File: config.mk
export PLATFORM = sky130hd
export DESIGN_NAME = trace_buffer
export DESIGN_NICKNAME = d
export VERILOG_FILES = /design/src/common/trace_pkg.sv /design/src/verilog/trace_fifo.sv /design/src/verilog/trace_buffer.sv
export SDC_FILE = /design/constraint.sdc
export NUM_CORES = 2
export LEC_CHECK = 0
export BUFFER_PORTS_ARGS = -buffer_cell sky130_fd_sc_hd__buf_2
export CAP_MARGIN = 0
export CORE_MARGIN = 2
export CORE_UTILIZATION = 30
export DETAILED_ROUTE_END_ITERATION = 8
export PLACE_DENSITY = 0.5
export SLEW_MARGIN = 15
export SYNTH_ARGS = -nofsm -noshare
export SYNTH_HDL_FRONTEND = slang
export SYNTH_HIERARCHICAL = 1
export SYNTH_SLANG_ARGS = --single-unit
File: constraint.sdc
create_clock -name mclk_i -period 41.3 [get_ports mclk_i]
set_input_delay 4.13 -clock mclk_i [delete_from_list [all_inputs] [get_ports mclk_i]]
set_output_delay 4.13 -clock mclk_i [all_outputs]
set_load 0.005 [all_outputs]
File: src/common/trace_pkg.sv
// Constants and carrier types for the control-flow trace buffer
package trace_pkg;
    localparam int          ENTRIES     = 256;
    localparam logic [8:0]  FILL_MAX    = 9'h100;
    localparam logic [8:0]  FILL_LAST   = 9'h0FF;
    localparam logic [3:0]  REG_TRACE   = 4'hB;
    localparam logic [3:0]  REG_CHK0    = 4'hC;
    localparam logic [3:0]  REG_CHK1    = 4'hD;
    localparam logic [3:0]  CNT_MAX     = 4'hF;
    localparam logic [7:0]  MSG_ROLL    = 8'hFF;
    localparam logic [3:0]  MSG_DIRECT  = 4'h8;
    localparam logic [3:0]  MSG_INDIR   = 4'h9;
    localparam int          CHK_BIT     = 6;
    localparam logic [2:0]  ADDR_BYTES  = 3'h4;
    localparam logic [2:0]  NEED_INDIR  = 3'h5;
    localparam logic [2:0]  NEED_ONE    = 3'h1;
    localparam logic [2:0]  NEED_NONE   = 3'h0;

    typedef enum logic [2:0] {
        KIND_NONBR  = 3'h0,
        KIND_DIRECT = 3'h1,
        KIND_INDIR  = 3'h2,
        KIND_EXC    = 3'h3,
        KIND_DBGEXC = 3'h4
    } evt_kind_t;

    typedef struct packed {
        evt_kind_t   kind;
        logic        chkpt;
        logic [2:0]  vec;
        logic [31:0] target;
    } evt_t;

    typedef struct packed {
        logic        valid;
        logic        data_op;
        logic        write;
        logic        user_mode;
        logic [3:0]  crn;
        logic [31:0] wdata;
    } cp_req_t;

    typedef enum logic [2:0] {
        ST_IDLE = 3'b001,
        ST_ADDR = 3'b010,
        ST_FULL = 3'b100
    } wr_state_t;
endpackage : trace_pkg

File: src/verilog/trace_fifo.sv
// Small valid/ready FIFO between the pipeline and the trace writer
`timescale 1ns/1ps
`default_nettype none
module trace_fifo #(
    parameter int unsigned WIDTH = 8,
    parameter int unsigned DEPTH = 4
) (
    input  wire logic             mclk_i,
    input  wire logic             rst_i,
    input  wire logic             in_valid_i,
    output logic                  in_ready_o,
    input  wire logic [WIDTH-1:0] in_data_i,
    output logic                  out_valid_o,
    input  wire logic             out_ready_i,
    output logic [WIDTH-1:0]      out_data_o
);
    localparam int unsigned AW = $clog2(DEPTH);

    logic [WIDTH-1:0] mem_q [DEPTH];
    logic [AW:0]      wp_q;
    logic [AW:0]      rp_q;
    wire              push  = in_valid_i & in_ready_o;
    wire              pop   = out_valid_o & out_ready_i;
    wire  [AW:0]      level = wp_q - rp_q;

    assign in_ready_o  = level != (AW+1)'(DEPTH);
    assign out_valid_o = level != '0;
    assign out_data_o  = mem_q[rp_q[AW-1:0]];

    always_ff @(posedge mclk_i) begin
        if (rst_i) begin
            wp_q <= '0;
            rp_q <= '0;
        end else begin
            if (push) wp_q <= wp_q + (AW+1)'(1);
            if (pop) rp_q <= rp_q + (AW+1)'(1);
        end
    end

    // Storage is not reset; only the pointers define validity
    always_ff @(posedge mclk_i) begin
        if (push) mem_q[wp_q[AW-1:0]] <= in_data_i;
    end
endmodule : trace_fifo
`default_nettype wire

File: src/verilog/trace_buffer.sv
// Control-flow trace buffer with checkpoint registers
`timescale 1ns/1ps
`default_nettype none
module trace_buffer #(
    parameter int unsigned FIFO_DEPTH = 4
) (
    input  wire logic             mclk_i,
    input  wire logic             rst_i,
    input  wire logic             trace_en_i,
    input  wire logic             wrap_mode_i,
    input  wire trace_pkg::evt_t  evt_i,
    input  wire logic             evt_valid_i,
    output logic                  evt_ready_o,
    input  wire trace_pkg::cp_req_t cp_req_i,
    output logic                  cp_ack_o,
    output logic                  cp_undef_o,
    output logic [31:0]           cp_rdata_o,
    output logic                  dbg_exc_o,
    output logic                  full_o
);
    localparam int EW = $bits(trace_pkg::evt_t);

    function automatic logic [7:0] make_msg(input trace_pkg::evt_t ev,
                                            input logic [3:0] cnt);
        logic [7:0] m;
        m = 8'h00;
        if (ev.kind == trace_pkg::KIND_EXC) begin
            m = {1'b0, ev.vec, cnt};
        end else if (ev.kind == trace_pkg::KIND_INDIR) begin
            m = {trace_pkg::MSG_INDIR, cnt};
        end else begin
            m = {trace_pkg::MSG_DIRECT, cnt};
        end
        if (ev.kind != trace_pkg::KIND_EXC && ev.chkpt) begin
            m[trace_pkg::CHK_BIT] = 1'b1;
        end
        return m;
    endfunction : make_msg

    logic                 en_q;
    logic                 exc_q;
    logic                 ack_q;
    logic                 undef_q;
    logic [31:0]          rdata_q;
    logic [3:0]           cnt_q;
    logic [3:0]           cnt_d;
    logic [3:0]           cnt_lat_q;
    logic [2:0]           idx_q;
    logic [7:0]           wr_ptr_q;
    logic [7:0]           rd_ptr_q;
    logic [8:0]           fill_q;
    logic [31:0]          chk0_q;
    logic [31:0]          chk1_q;
    logic [7:0]           mem_q [trace_pkg::ENTRIES];
    trace_pkg::evt_t      ev_q;
    trace_pkg::wr_state_t st_q;
    trace_pkg::wr_state_t st_d;

    logic                 f_in_ready;
    logic                 f_out_valid;
    logic [EW-1:0]        f_out_data;
    trace_pkg::evt_t      ev;
    logic                 pop;

    // Events offered while disabled are swallowed, not stalled
    assign evt_ready_o = f_in_ready | ~en_q;
    assign ev          = trace_pkg::evt_t'(f_out_data);

    trace_fifo #(
        .WIDTH (EW),
        .DEPTH (FIFO_DEPTH)
    ) u_fifo (
        .mclk_i      (mclk_i),
        .rst_i       (rst_i),
        .in_valid_i  (evt_valid_i & en_q),
        .in_ready_o  (f_in_ready),
        .in_data_i   (evt_i),
        .out_valid_o (f_out_valid),
        .out_ready_i (pop),
        .out_data_o  (f_out_data)
    );

    // Writer decode
    wire       idle    = st_q == trace_pkg::ST_IDLE;
    wire       in_addr = st_q == trace_pkg::ST_ADDR;
    assign pop         = f_out_valid & idle;
    wire       is_nb   = ev.kind == trace_pkg::KIND_NONBR;
    wire       is_dir  = ev.kind == trace_pkg::KIND_DIRECT;
    wire       is_ind  = ev.kind == trace_pkg::KIND_INDIR;
    wire       is_exc  = ev.kind == trace_pkg::KIND_EXC;
    wire       is_roll = is_nb & (cnt_q == trace_pkg::CNT_MAX);
    wire [2:0] need    = is_ind ? trace_pkg::NEED_INDIR :
                         (is_dir | is_exc | is_roll) ? trace_pkg::NEED_ONE :
                         trace_pkg::NEED_NONE;
    wire [8:0] room    = trace_pkg::FILL_MAX - fill_q;
    wire       no_fit  = pop & ~wrap_mode_i & ({6'h00, need} > room);
    wire       ok      = pop & ~no_fit;
    wire       wr_one  = ok & (need == trace_pkg::NEED_ONE);
    wire       wr_en   = wr_one | in_addr;
    wire       msg_now = in_addr & (idx_q == trace_pkg::ADDR_BYTES);
    wire       fill_last = wr_en & ~wrap_mode_i &
                           (fill_q == trace_pkg::FILL_LAST);
    wire       chk_upd = (wr_one & is_dir & ev.chkpt) |
                         (msg_now & ev_q.chkpt);
    wire [31:0] chk_tgt = in_addr ? ev_q.target : ev.target;
    wire [7:0] addr_byte = ev_q.target[8'(31 - 8*idx_q) -: 8];
    wire [7:0] wr_byte = in_addr ? (msg_now ? make_msg(ev_q, cnt_lat_q)
                                            : addr_byte)
                       : is_roll ? trace_pkg::MSG_ROLL
                       : make_msg(ev, cnt_q);

    assign cnt_d = ~pop ? cnt_q :
                   (ev.kind == trace_pkg::KIND_DBGEXC) ? cnt_q :
                   (is_nb & ~is_roll) ? cnt_q + 4'h1 : 4'h0;

    always_comb begin
        st_d = st_q;
        case (st_q)
            trace_pkg::ST_IDLE: begin
                if (no_fit) st_d = trace_pkg::ST_FULL;
                else if (ok && is_ind) st_d = trace_pkg::ST_ADDR;
                else if (fill_last) st_d = trace_pkg::ST_FULL;
            end
            trace_pkg::ST_ADDR: begin
                if (fill_last) st_d = trace_pkg::ST_FULL;
                else if (msg_now) st_d = trace_pkg::ST_IDLE;
            end
            trace_pkg::ST_FULL: begin
                if (!en_q) st_d = trace_pkg::ST_IDLE;
            end
            default: st_d = trace_pkg::ST_IDLE;
        endcase
    end

    // Coprocessor decode
    wire req     = cp_req_i.valid;
    wire bad     = cp_req_i.data_op | cp_req_i.user_mode;
    wire good    = req & ~bad;
    // Writes answer zero rather than stale register contents
    wire rd_ok   = good & ~cp_req_i.write;
    wire hit_tb  = cp_req_i.crn == trace_pkg::REG_TRACE;
    wire hit_c0  = cp_req_i.crn == trace_pkg::REG_CHK0;
    wire hit_c1  = cp_req_i.crn == trace_pkg::REG_CHK1;
    wire trace_rd = good & hit_tb & ~cp_req_i.write;
    wire sw_c0   = good & hit_c0 & cp_req_i.write & ~en_q;
    wire sw_c1   = good & hit_c1 & cp_req_i.write & ~en_q;
    wire [31:0] rd_mux = hit_tb ? {24'h000000, mem_q[rd_ptr_q]}
                       : hit_c0 ? chk0_q
                       : hit_c1 ? chk1_q : 32'h00000000;

    assign cp_ack_o   = ack_q;
    assign cp_undef_o = undef_q;
    assign cp_rdata_o = rdata_q;
    assign dbg_exc_o  = exc_q;
    assign full_o     = st_q == trace_pkg::ST_FULL;

    always_ff @(posedge mclk_i) begin
        if (rst_i) begin
            en_q  <= 1'b0;
            st_q  <= trace_pkg::ST_IDLE;
            exc_q <= 1'b0;
            cnt_q <= 4'h0;
        end else begin
            en_q  <= trace_en_i;
            st_q  <= st_d;
            exc_q <= no_fit | fill_last;
            cnt_q <= cnt_d;
        end
    end

    always_ff @(posedge mclk_i) begin
        if (rst_i) begin
            idx_q     <= 3'h0;
            cnt_lat_q <= 4'h0;
            ev_q      <= '0;
        end else if (ok && is_ind) begin
            idx_q     <= 3'h0;
            cnt_lat_q <= cnt_q;
            ev_q      <= ev;
        end else if (in_addr) begin
            idx_q     <= idx_q + 3'h1;
        end
    end

    // Pointers are control state and restart at slot zero on reset
    always_ff @(posedge mclk_i) begin
        if (rst_i) begin
            wr_ptr_q <= 8'h00;
            rd_ptr_q <= 8'h00;
            fill_q   <= 9'h000;
        end else begin
            if (wr_en) wr_ptr_q <= wr_ptr_q + 8'h01;
            if (wr_en) rd_ptr_q <= wr_ptr_q + 8'h01;
            else if (trace_rd) rd_ptr_q <= rd_ptr_q + 8'h01;
            if (trace_en_i && !en_q) fill_q <= 9'h000;
            else if (wr_en) fill_q <= fill_q + 9'h001;
        end
    end

    always_ff @(posedge mclk_i) begin
        if (rst_i) begin
            ack_q   <= 1'b0;
            undef_q <= 1'b0;
            rdata_q <= 32'h00000000;
        end else begin
            ack_q   <= req;
            undef_q <= req & bad;
            rdata_q <= rd_ok ? rd_mux : 32'h00000000;
        end
    end

    // Checkpoints hold their value across reset; trace writes win
    always_ff @(posedge mclk_i) begin
        if (chk_upd) begin
            chk1_q <= chk0_q;
            chk0_q <= chk_tgt;
        end else begin
            if (sw_c0) chk0_q <= cp_req_i.wdata;
            if (sw_c1) chk1_q <= cp_req_i.wdata;
        end
    end

    // Contents survive reset; writer has priority over clear
    always_ff @(posedge mclk_i) begin
        if (wr_en) mem_q[wr_ptr_q] <= wr_byte;
        else if (trace_rd) mem_q[rd_ptr_q] <= 8'h00;
    end

    undef_dataop_a: assert property (
        @(posedge mclk_i) disable iff (rst_i)
        req && cp_req_i.data_op |=> cp_ack_o && cp_undef_o)
        else $error("data op did not trap");
    undef_user_a: assert property (
        @(posedge mclk_i) disable iff (rst_i)
        req && cp_req_i.user_mode |=> cp_undef_o)
        else $error("user access did not trap");
    read_clear_a: assert property (
        @(posedge mclk_i) disable iff (rst_i)
        trace_rd && !wr_en |=> mem_q[$past(rd_ptr_q)] == 8'h00 &&
        cp_rdata_o[31:8] == 24'h000000)
        else $error("read byte not cleared");
    read_step_a: assert property (
        @(posedge mclk_i) disable iff (rst_i)
        trace_rd && !wr_en |=> rd_ptr_q == $past(rd_ptr_q) + 8'h01)
        else $error("read pointer did not advance");
    full_stop_a: assert property (
        @(posedge mclk_i) disable iff (rst_i)
        full_o |-> (!wr_en && !wrap_mode_i) || !en_q)
        else $error("write while full");
    wrap_nofull_a: assert property (
        @(posedge mclk_i) disable iff (rst_i)
        wrap_mode_i && !full_o && $stable(wrap_mode_i) |=> !full_o)
        else $error("wrap mode went full");
    chk_shift_a: assert property (
        @(posedge mclk_i) disable iff (rst_i)
        chk_upd |=> chk1_q == $past(chk0_q) &&
        chk0_q == $past(chk_tgt))
        else $error("checkpoint shift wrong");
    chk_bit_a: assert property (
        @(posedge mclk_i) disable iff (rst_i)
        chk_upd |-> wr_en && wr_byte[trace_pkg::CHK_BIT])
        else $error("checkpoint bit missing");
    rollover_a: assert property (
        @(posedge mclk_i) disable iff (rst_i)
        ok && is_roll |-> wr_en && wr_byte == 8'hFF ##1 cnt_q == 4'h0)
        else $error("rollover byte wrong");
    indir_len_a: assert property (
        @(posedge mclk_i) disable iff (rst_i)
        ok && is_ind |=> (in_addr && wr_en)[*5] ##1 !in_addr)
        else $error("indirect entry not five bytes");
    dbg_skip_a: assert property (
        @(posedge mclk_i) disable iff (rst_i)
        pop && ev.kind == trace_pkg::KIND_DBGEXC |-> !wr_en)
        else $error("debug exception recorded");
    reset_off_a: assert property (
        @(posedge mclk_i)
        rst_i |=> !en_q && !full_o)
        else $error("reset left tracing on");
    write_zero_a: assert property (
        @(posedge mclk_i) disable iff (rst_i)
        req && cp_req_i.write |=> cp_ack_o && cp_rdata_o == 32'h00000000)
        else $error("write returned read data");

    cov_indirect_c: cover property (@(posedge mclk_i) msg_now);
    cov_full_c:     cover property (@(posedge mclk_i) $rose(full_o));
    cov_wrap_c:     cover property (@(posedge mclk_i)
        wrap_mode_i && wr_en && wr_ptr_q == 8'hFF);
    cov_read_c:     cover property (@(posedge mclk_i) trace_rd);
    cov_roll_c:     cover property (@(posedge mclk_i) ok && is_roll);
endmodule : trace_buffer
`default_nettype wire

After elaboration in Yosys (flattened, before gate mapping)
Memories as Yosys holds them, arrays and structs flattened. A register that Yosys moved wholly into a read port is not among the register bits.
Index checks and enable logic that the tools add are counted.
{"block": "op_classes", "reduce_logical": 17, "order_cmp": 1, "bitwise": 42, "n_mux": 43, "shifts": 1, "n_addsub": 10, "eq_ne": 22}
{"operator": "two-way mux 32 bit", "count": 7}
{"operator": "two-way mux 8 bit", "count": 12}
{"operator": "indexed part select 39 x 9 -> 8 bit", "count": 1}
{"operator": "AND 1 bit", "count": 27}
{"operator": "two-way mux 3 bit", "count": 7}
{"operator": "adder 8 x 1 -> 8 bit (second input constant)", "count": 2}
{"operator": "equality test 4 bit (second input constant)", "count": 4}
{"operator": "equality test 3 x 2 -> 1 bit (second input constant)", "count": 5}
{"operator": "two-way mux 1 bit", "count": 11}
{"operator": "two-way mux 5 bit", "count": 2}
{"operator": "adder 3 x 1 -> 3 bit (second input constant)", "count": 3}
{"operator": "adder 9 x 1 -> 9 bit (second input constant)", "count": 1}
{"operator": "equality test 3 x 1 -> 1 bit (second input constant)", "count": 3}
{"operator": "equality test 3 bit (second input constant)", "count": 3}
{"operator": "equality test 9 x 8 -> 1 bit (second input constant)", "count": 1}
{"operator": "greater-than comparator 3 x 9 -> 1 bit", "count": 1}
{"operator": "one-hot mux 3 bit (3 select lines)", "count": 1}
{"operator": "subtractor 9 bit (first input constant)", "count": 1}
{"operator": "inverter 1 bit", "count": 8}
{"operator": "OR reduction 8 bit", "count": 1}
{"operator": "OR 1 bit", "count": 7}
{"operator": "subtractor 5 x 6 -> 7 bit (first input constant)", "count": 1}
{"operator": "inequality test 3 x 2 -> 1 bit (second input constant)", "count": 2}
{"operator": "nonzero test 2 bit", "count": 3}
{"operator": "other kinds (16)", "count": 22}
{"block": "word_totals", "wordCells": 159, "ramBits": 2204, "out_inout_bits": 37, "regBits": 184, "mem_count": 2, "inputBits": 84}
{"memory": "mem_q", "depth": 256, "width": 8, "read_ports": 1, "rd_ports_with_merged_regs": 1, "write_ports": 1, "line_no": "trace_buffer.sv:54", "source": "logic [7:0] mem_q [trace_pkg::ENTRIES];"}
{"memory": "u_fifo.mem_q", "depth": 4, "width": 39, "read_ports": 1, "rd_ports_with_merged_regs": 1, "write_ports": 1, "line_no": "trace_fifo.sv:19", "source": "logic [WIDTH-1:0] mem_q [DEPTH];"}

Longest topological paths before layout
{"block": "logic_depth", "ltp_word": 17, "mapped_depth": 16, "ltp_nobuf": 12}

By module
The synthesis kept the hierarchy.
{"module": "trace_buffer", "instances": 1, "seq_area_each_um2": 65863.2, "cells_per_inst": 4645, "area_each_um2": 88384.8}
{"module": "trace_fifo", "instances": 1, "seq_area_each_um2": 4844.6, "cells_per_inst": 257, "area_each_um2": 6128.4}

Least setup slack after synthesis
No wires, ideal clock.
{"block": "synth_timing", "path_type": "input-to-reg", "start": "input port cp_req_i[33] (netlist bit)", "end": "memory mem_q[0][4], data pin", "setup_ns": 2.814, "arrival_ns": 18.649, "required_time_ns": 38.486, "n_path_buf": 2, "slack_ns": 19.837, "cell_stages": 7, "path_cell_list": "and4b_1 -> buf_2 -> and4b_1 -> nand2_1 -> a21oi_4 -> buf_4 -> nor4_1"}
{"block": "synth_between", "elab_chain_len": 8}
{"item": "from (decl)", "line_no": "trace_buffer.sv:14", "source": "input wire trace_pkg::cp_req_t cp_req_i,"}
{"item": "equality test 4 bit", "line_no": "trace_buffer.sv:141", "source": "wire hit_tb = cp_req_i.crn == trace_pkg::REG_TRACE;"}
{"item": "AND 1 bit (2 in series)", "line_no": "trace_buffer.sv:144", "source": "wire trace_rd = good & hit_tb & ~cp_req_i.write;"}
{"item": "two-way mux 1 bit", "line_no": "trace_buffer.sv:226", "source": "else if (trace_rd) mem_q[rd_ptr_q] <= 8'h00;"}
{"item": "two-way mux 1 bit", "line_no": "trace_buffer.sv:225", "source": "if (wr_en) mem_q[wr_ptr_q] <= wr_byte;"}
{"item": "two-way mux 1 bit (implied by the code)", "line_no": "trace_buffer.sv:226"}
{"item": "OR reduction 8 bit (no source line)"}
{"item": "two-way mux 8 bit (no source line)"}
{"item": "to (decl)", "line_no": "trace_buffer.sv:54"}
No other way between the ends.

Final worst setup path
{"block": "layout_timing", "start": "input port cp_req_i[33] (netlist bit)", "end": "memory mem_q[1568][2], in the netlist mem_q[196][2], data pin"}
The elaborated chain is that of the path after synthesis.

==> out/metrics.yaml <==
endpoint_kind: "register"
hpwl_mm: 156
critPathMaxFanout: 72
cts-resized-gates: 0
postCtsSetupRepairBufs: 0
drc: 0
synth.mux.area_fraction: 0.141
place_inst: 8983
syn-num-nets: 5003
grt_usage: 0.157
synth_fa_ha_area_frac: 0.00225
status: "completed"
clk_root_buffer_cell: "clkbuf_16"
fin_worst_skew_ps: 101
wl_per_cell_microns: 27.0
async_reset_ff_frac: 0
cts_inserted_buffers: 242
ant_nets: 0
relSlewSlack: 0.242
start_kind: "input port"
insertion_delay_ps: 930
setup_viol: 0
drv_slew: 0
p_per_area_nw_per_um2: 48.6
die_x_microns: 565
min_from: "ev_q[37]"
synth_simple_gate_area_frac: 0.0385
fin_nets: 5169
ctsHoldBuffers: 0
synth_cells: 4902
grt_max_degree: 162
die_height_microns: 565
io_pins: 121
antenna_found_initial: 37
drive_gt1_frac: 0.219
io_buffer_count: 120
die_area_sq_um: 320000
synth_compound_area_frac: 0.0486
post_drt_via_cell_ratio: 5.06
rr_worst_depth: 11
postRouteWirelength_mm: 255
synth_xor_area_frac: 0.00266
crit_slowest_cell: "buf_4"
rsz0062_at_grt: "false"
hold_end: "ev_q[37]"
cp.required_ps: 41850
clock.fmax_mhz: 127
drtPass1Iterations: 5
cp_slowest_stage_delay_ps: 810
cts.sink_count: 2398
layout_commonest_cell: "edfxtp_1"
overflow: 0
avgSynthCellArea_sq_um: 19.3
htree_levels: 4
initial_utilization: 0.301
yosys_warnings: 6
hp-class: "register to register"
highest_layer: "met5"
wl_met2_mm: 119
synth_top_family_by_area: "multiplexers"
critPathKind: "input port to register"
wl_met1_mm: 110
peakVddDrop_mv: 0.0397
drt_first_iter_violations: 4937
r2r-end: "cp_rdata_o[6]"
netlist_area_sq_um: 94500
clk_pin_slew_ps: 60
ys.flop_type: "edfxtp_1"
final-hold-violation-count: 0
num_vias: 47783
fin_crit_sh: 0.190
final_cells: 9442
synth_seq_cells: 2398
hold_depth: 2
r2r_setup_slack_ps: 34580
synth_edf_count: 2268
p_leak_nw: 32.6
syn_to_final_growth_pct: 14.4
grt_pass1_wl_mm: 364
first_global_vias: 48801
dr_wl_met3_mm: 20.3
cts_tree: "built"
synth_cell_types: 76
cap_violations: 0
worst_pin_slew_ps: 1140
worst_path_most_repeated_cell: "buf_4"
layout_common_cells: "edfxtp_1 (2268), mux4_2 (447), nor2_1 (384)"
period_needed_ps: 7840
coreArea_sq_um: 314000
cts_buffer_depth: 4
yosysSeqAreaShare: 0.748
gp_congestion: 0.843
fin_setup_tns_ps: 0
worstPathArrival_ps: 8400
crit_chain: "buf_2 -> and4b_1 -> buf_4 -> and4b_1 -> buf_4 -> nand2_1 -> a21oi_4 -> buf_4 -> a211oi_4 -> buf_4 -> buf_4 -> buf_4"
row_count: 206
==> worst max path at each step <==
stage,start,to,slack (ps),cells after the start
global route,cp_req_i[33],mem_q[119][2],33190,12
finish,cp_req_i[33],mem_q[196][2],33460,12
detailed placement,cp_req_i[33],mem_q[101][2],32500,12
global placement,cp_req_i[33],mem_q[100][2],32470,12
floorplan,cp_req_i[33],mem_q[0][4],19840,7
CTS,cp_req_i[33],mem_q[101][2],33420,12
==> cell type report <==
| type | count | area, sq um |
|---|---|---|
| Fill cell | 29182 | 206000 |
| Sequential cell | 2398 | 70700 |
| Multi-Input combinational cell | 2174 | 22200 |
| Clock buffer | 281 | 6270 |
| Tap cell | 4160 | 5200 |
| Clock inverter | 166 | 2070 |
| Timing Repair Buffer | 233 | 1520 |
| Inverter | 19 | 71.3 |
| Antenna cell | 11 | 27.5 |
==> per-layer routing <==
layer | track usage | up-vias
li1 | - | 20423
met1 | 0.215 | 25183
met2 | 0.249 | 1784
met3 | 0.0392 | 357
met4 | 0.0397 | 36
met5 | 0 | -
==> state kept, by name (all words and copies together), names as in the netlist, named ones only <==
| name | cells |
|---|---|
| wr_ptr_q | 8 |
| st_q | 3 |
| cnt_lat_q | 4 |
| mem_q | 2048 |
| chk1_q | 32 |
| en_q | 1 |
| fill_q | 9 |
| u_fifo/mem_q | 156 |
| cnt_q | 4 |
| dbg_exc_o | 1 |
| cp_undef_o | 1 |
| ev_q | 39 |
| cp_ack_o | 1 |
| cp_rdata_o | 32 |
| rd_ptr_q | 8 |
| u_fifo/wp_q | 3 |
| u_fifo/rp_q | 3 |
| idx_q | 3 |
| chk0_q | 32 |
==> critical path, delay by kind of cell <==
family                 cells  cell delay (ps)
AO/OA/AOI/OAI              2              300
AND/OR/NAND/NOR            3              560
buffers and inverters      7             3180
==> Yosys cell counts, types with 17 or more instances <==
library cell  instances  area (sq um)
a211oi_1             45           338
a21oi_1              23           115
a221oi_1            127          1110
a22o_1               17           149
a22oi_1              57           428
a31oi_4              26           553
buf_1                21          78.8
buf_2                86           430
buf_4                75           563
buf_6                17           191
clkbuf_1            111           417
dfxtp_1             130          2600
edfxtp_1           2268         68100
ha_1                 17           213
inv_1                18          67.6
mux2i_1             318          3180
mux4_2              447         10100
nand2_1             148           556
nand3_1              24           120
nand4_1              18           113
nor2_1              386          1450
nor2b_1              52           325
nor3_1               35           175
o211ai_1             17           128
o21ai_0             142           711
o22ai_1              35           219
==> report_power, final <==
group          internal [W]  switching, W  total (W)
clock               0.00136      0.000946    0.00231
combinational      0.000102      0.000177   0.000278
sequential          0.00265     0.0000128    0.00267
total               0.00412       0.00113    0.00525
==> per-stage QoR <==
stage	cell area, sq um	hold slack [ps]	power, W	setup WS (ps)	utilization
final	108000	473	0.00525	33460	0.344
after global routing	108000	500	0.00541	33190	0.344
after CTS	108000	476	0.00530	33420	0.344
after detailed placement	99700	461	0.00300	32500	0.317
after global placement	99700	449	0.00300	32470	0.317
after floorplan	94500	432	0.00290	19840	-
==> cells by family after synthesis <==
family          after synthesis
xor+xnor                     27
simple gates                781
compound gates              577
fa+ha+maj                    17
flops                      2398
buf+inv                     330
mux                         772
(Power assumes the default switching activity.)
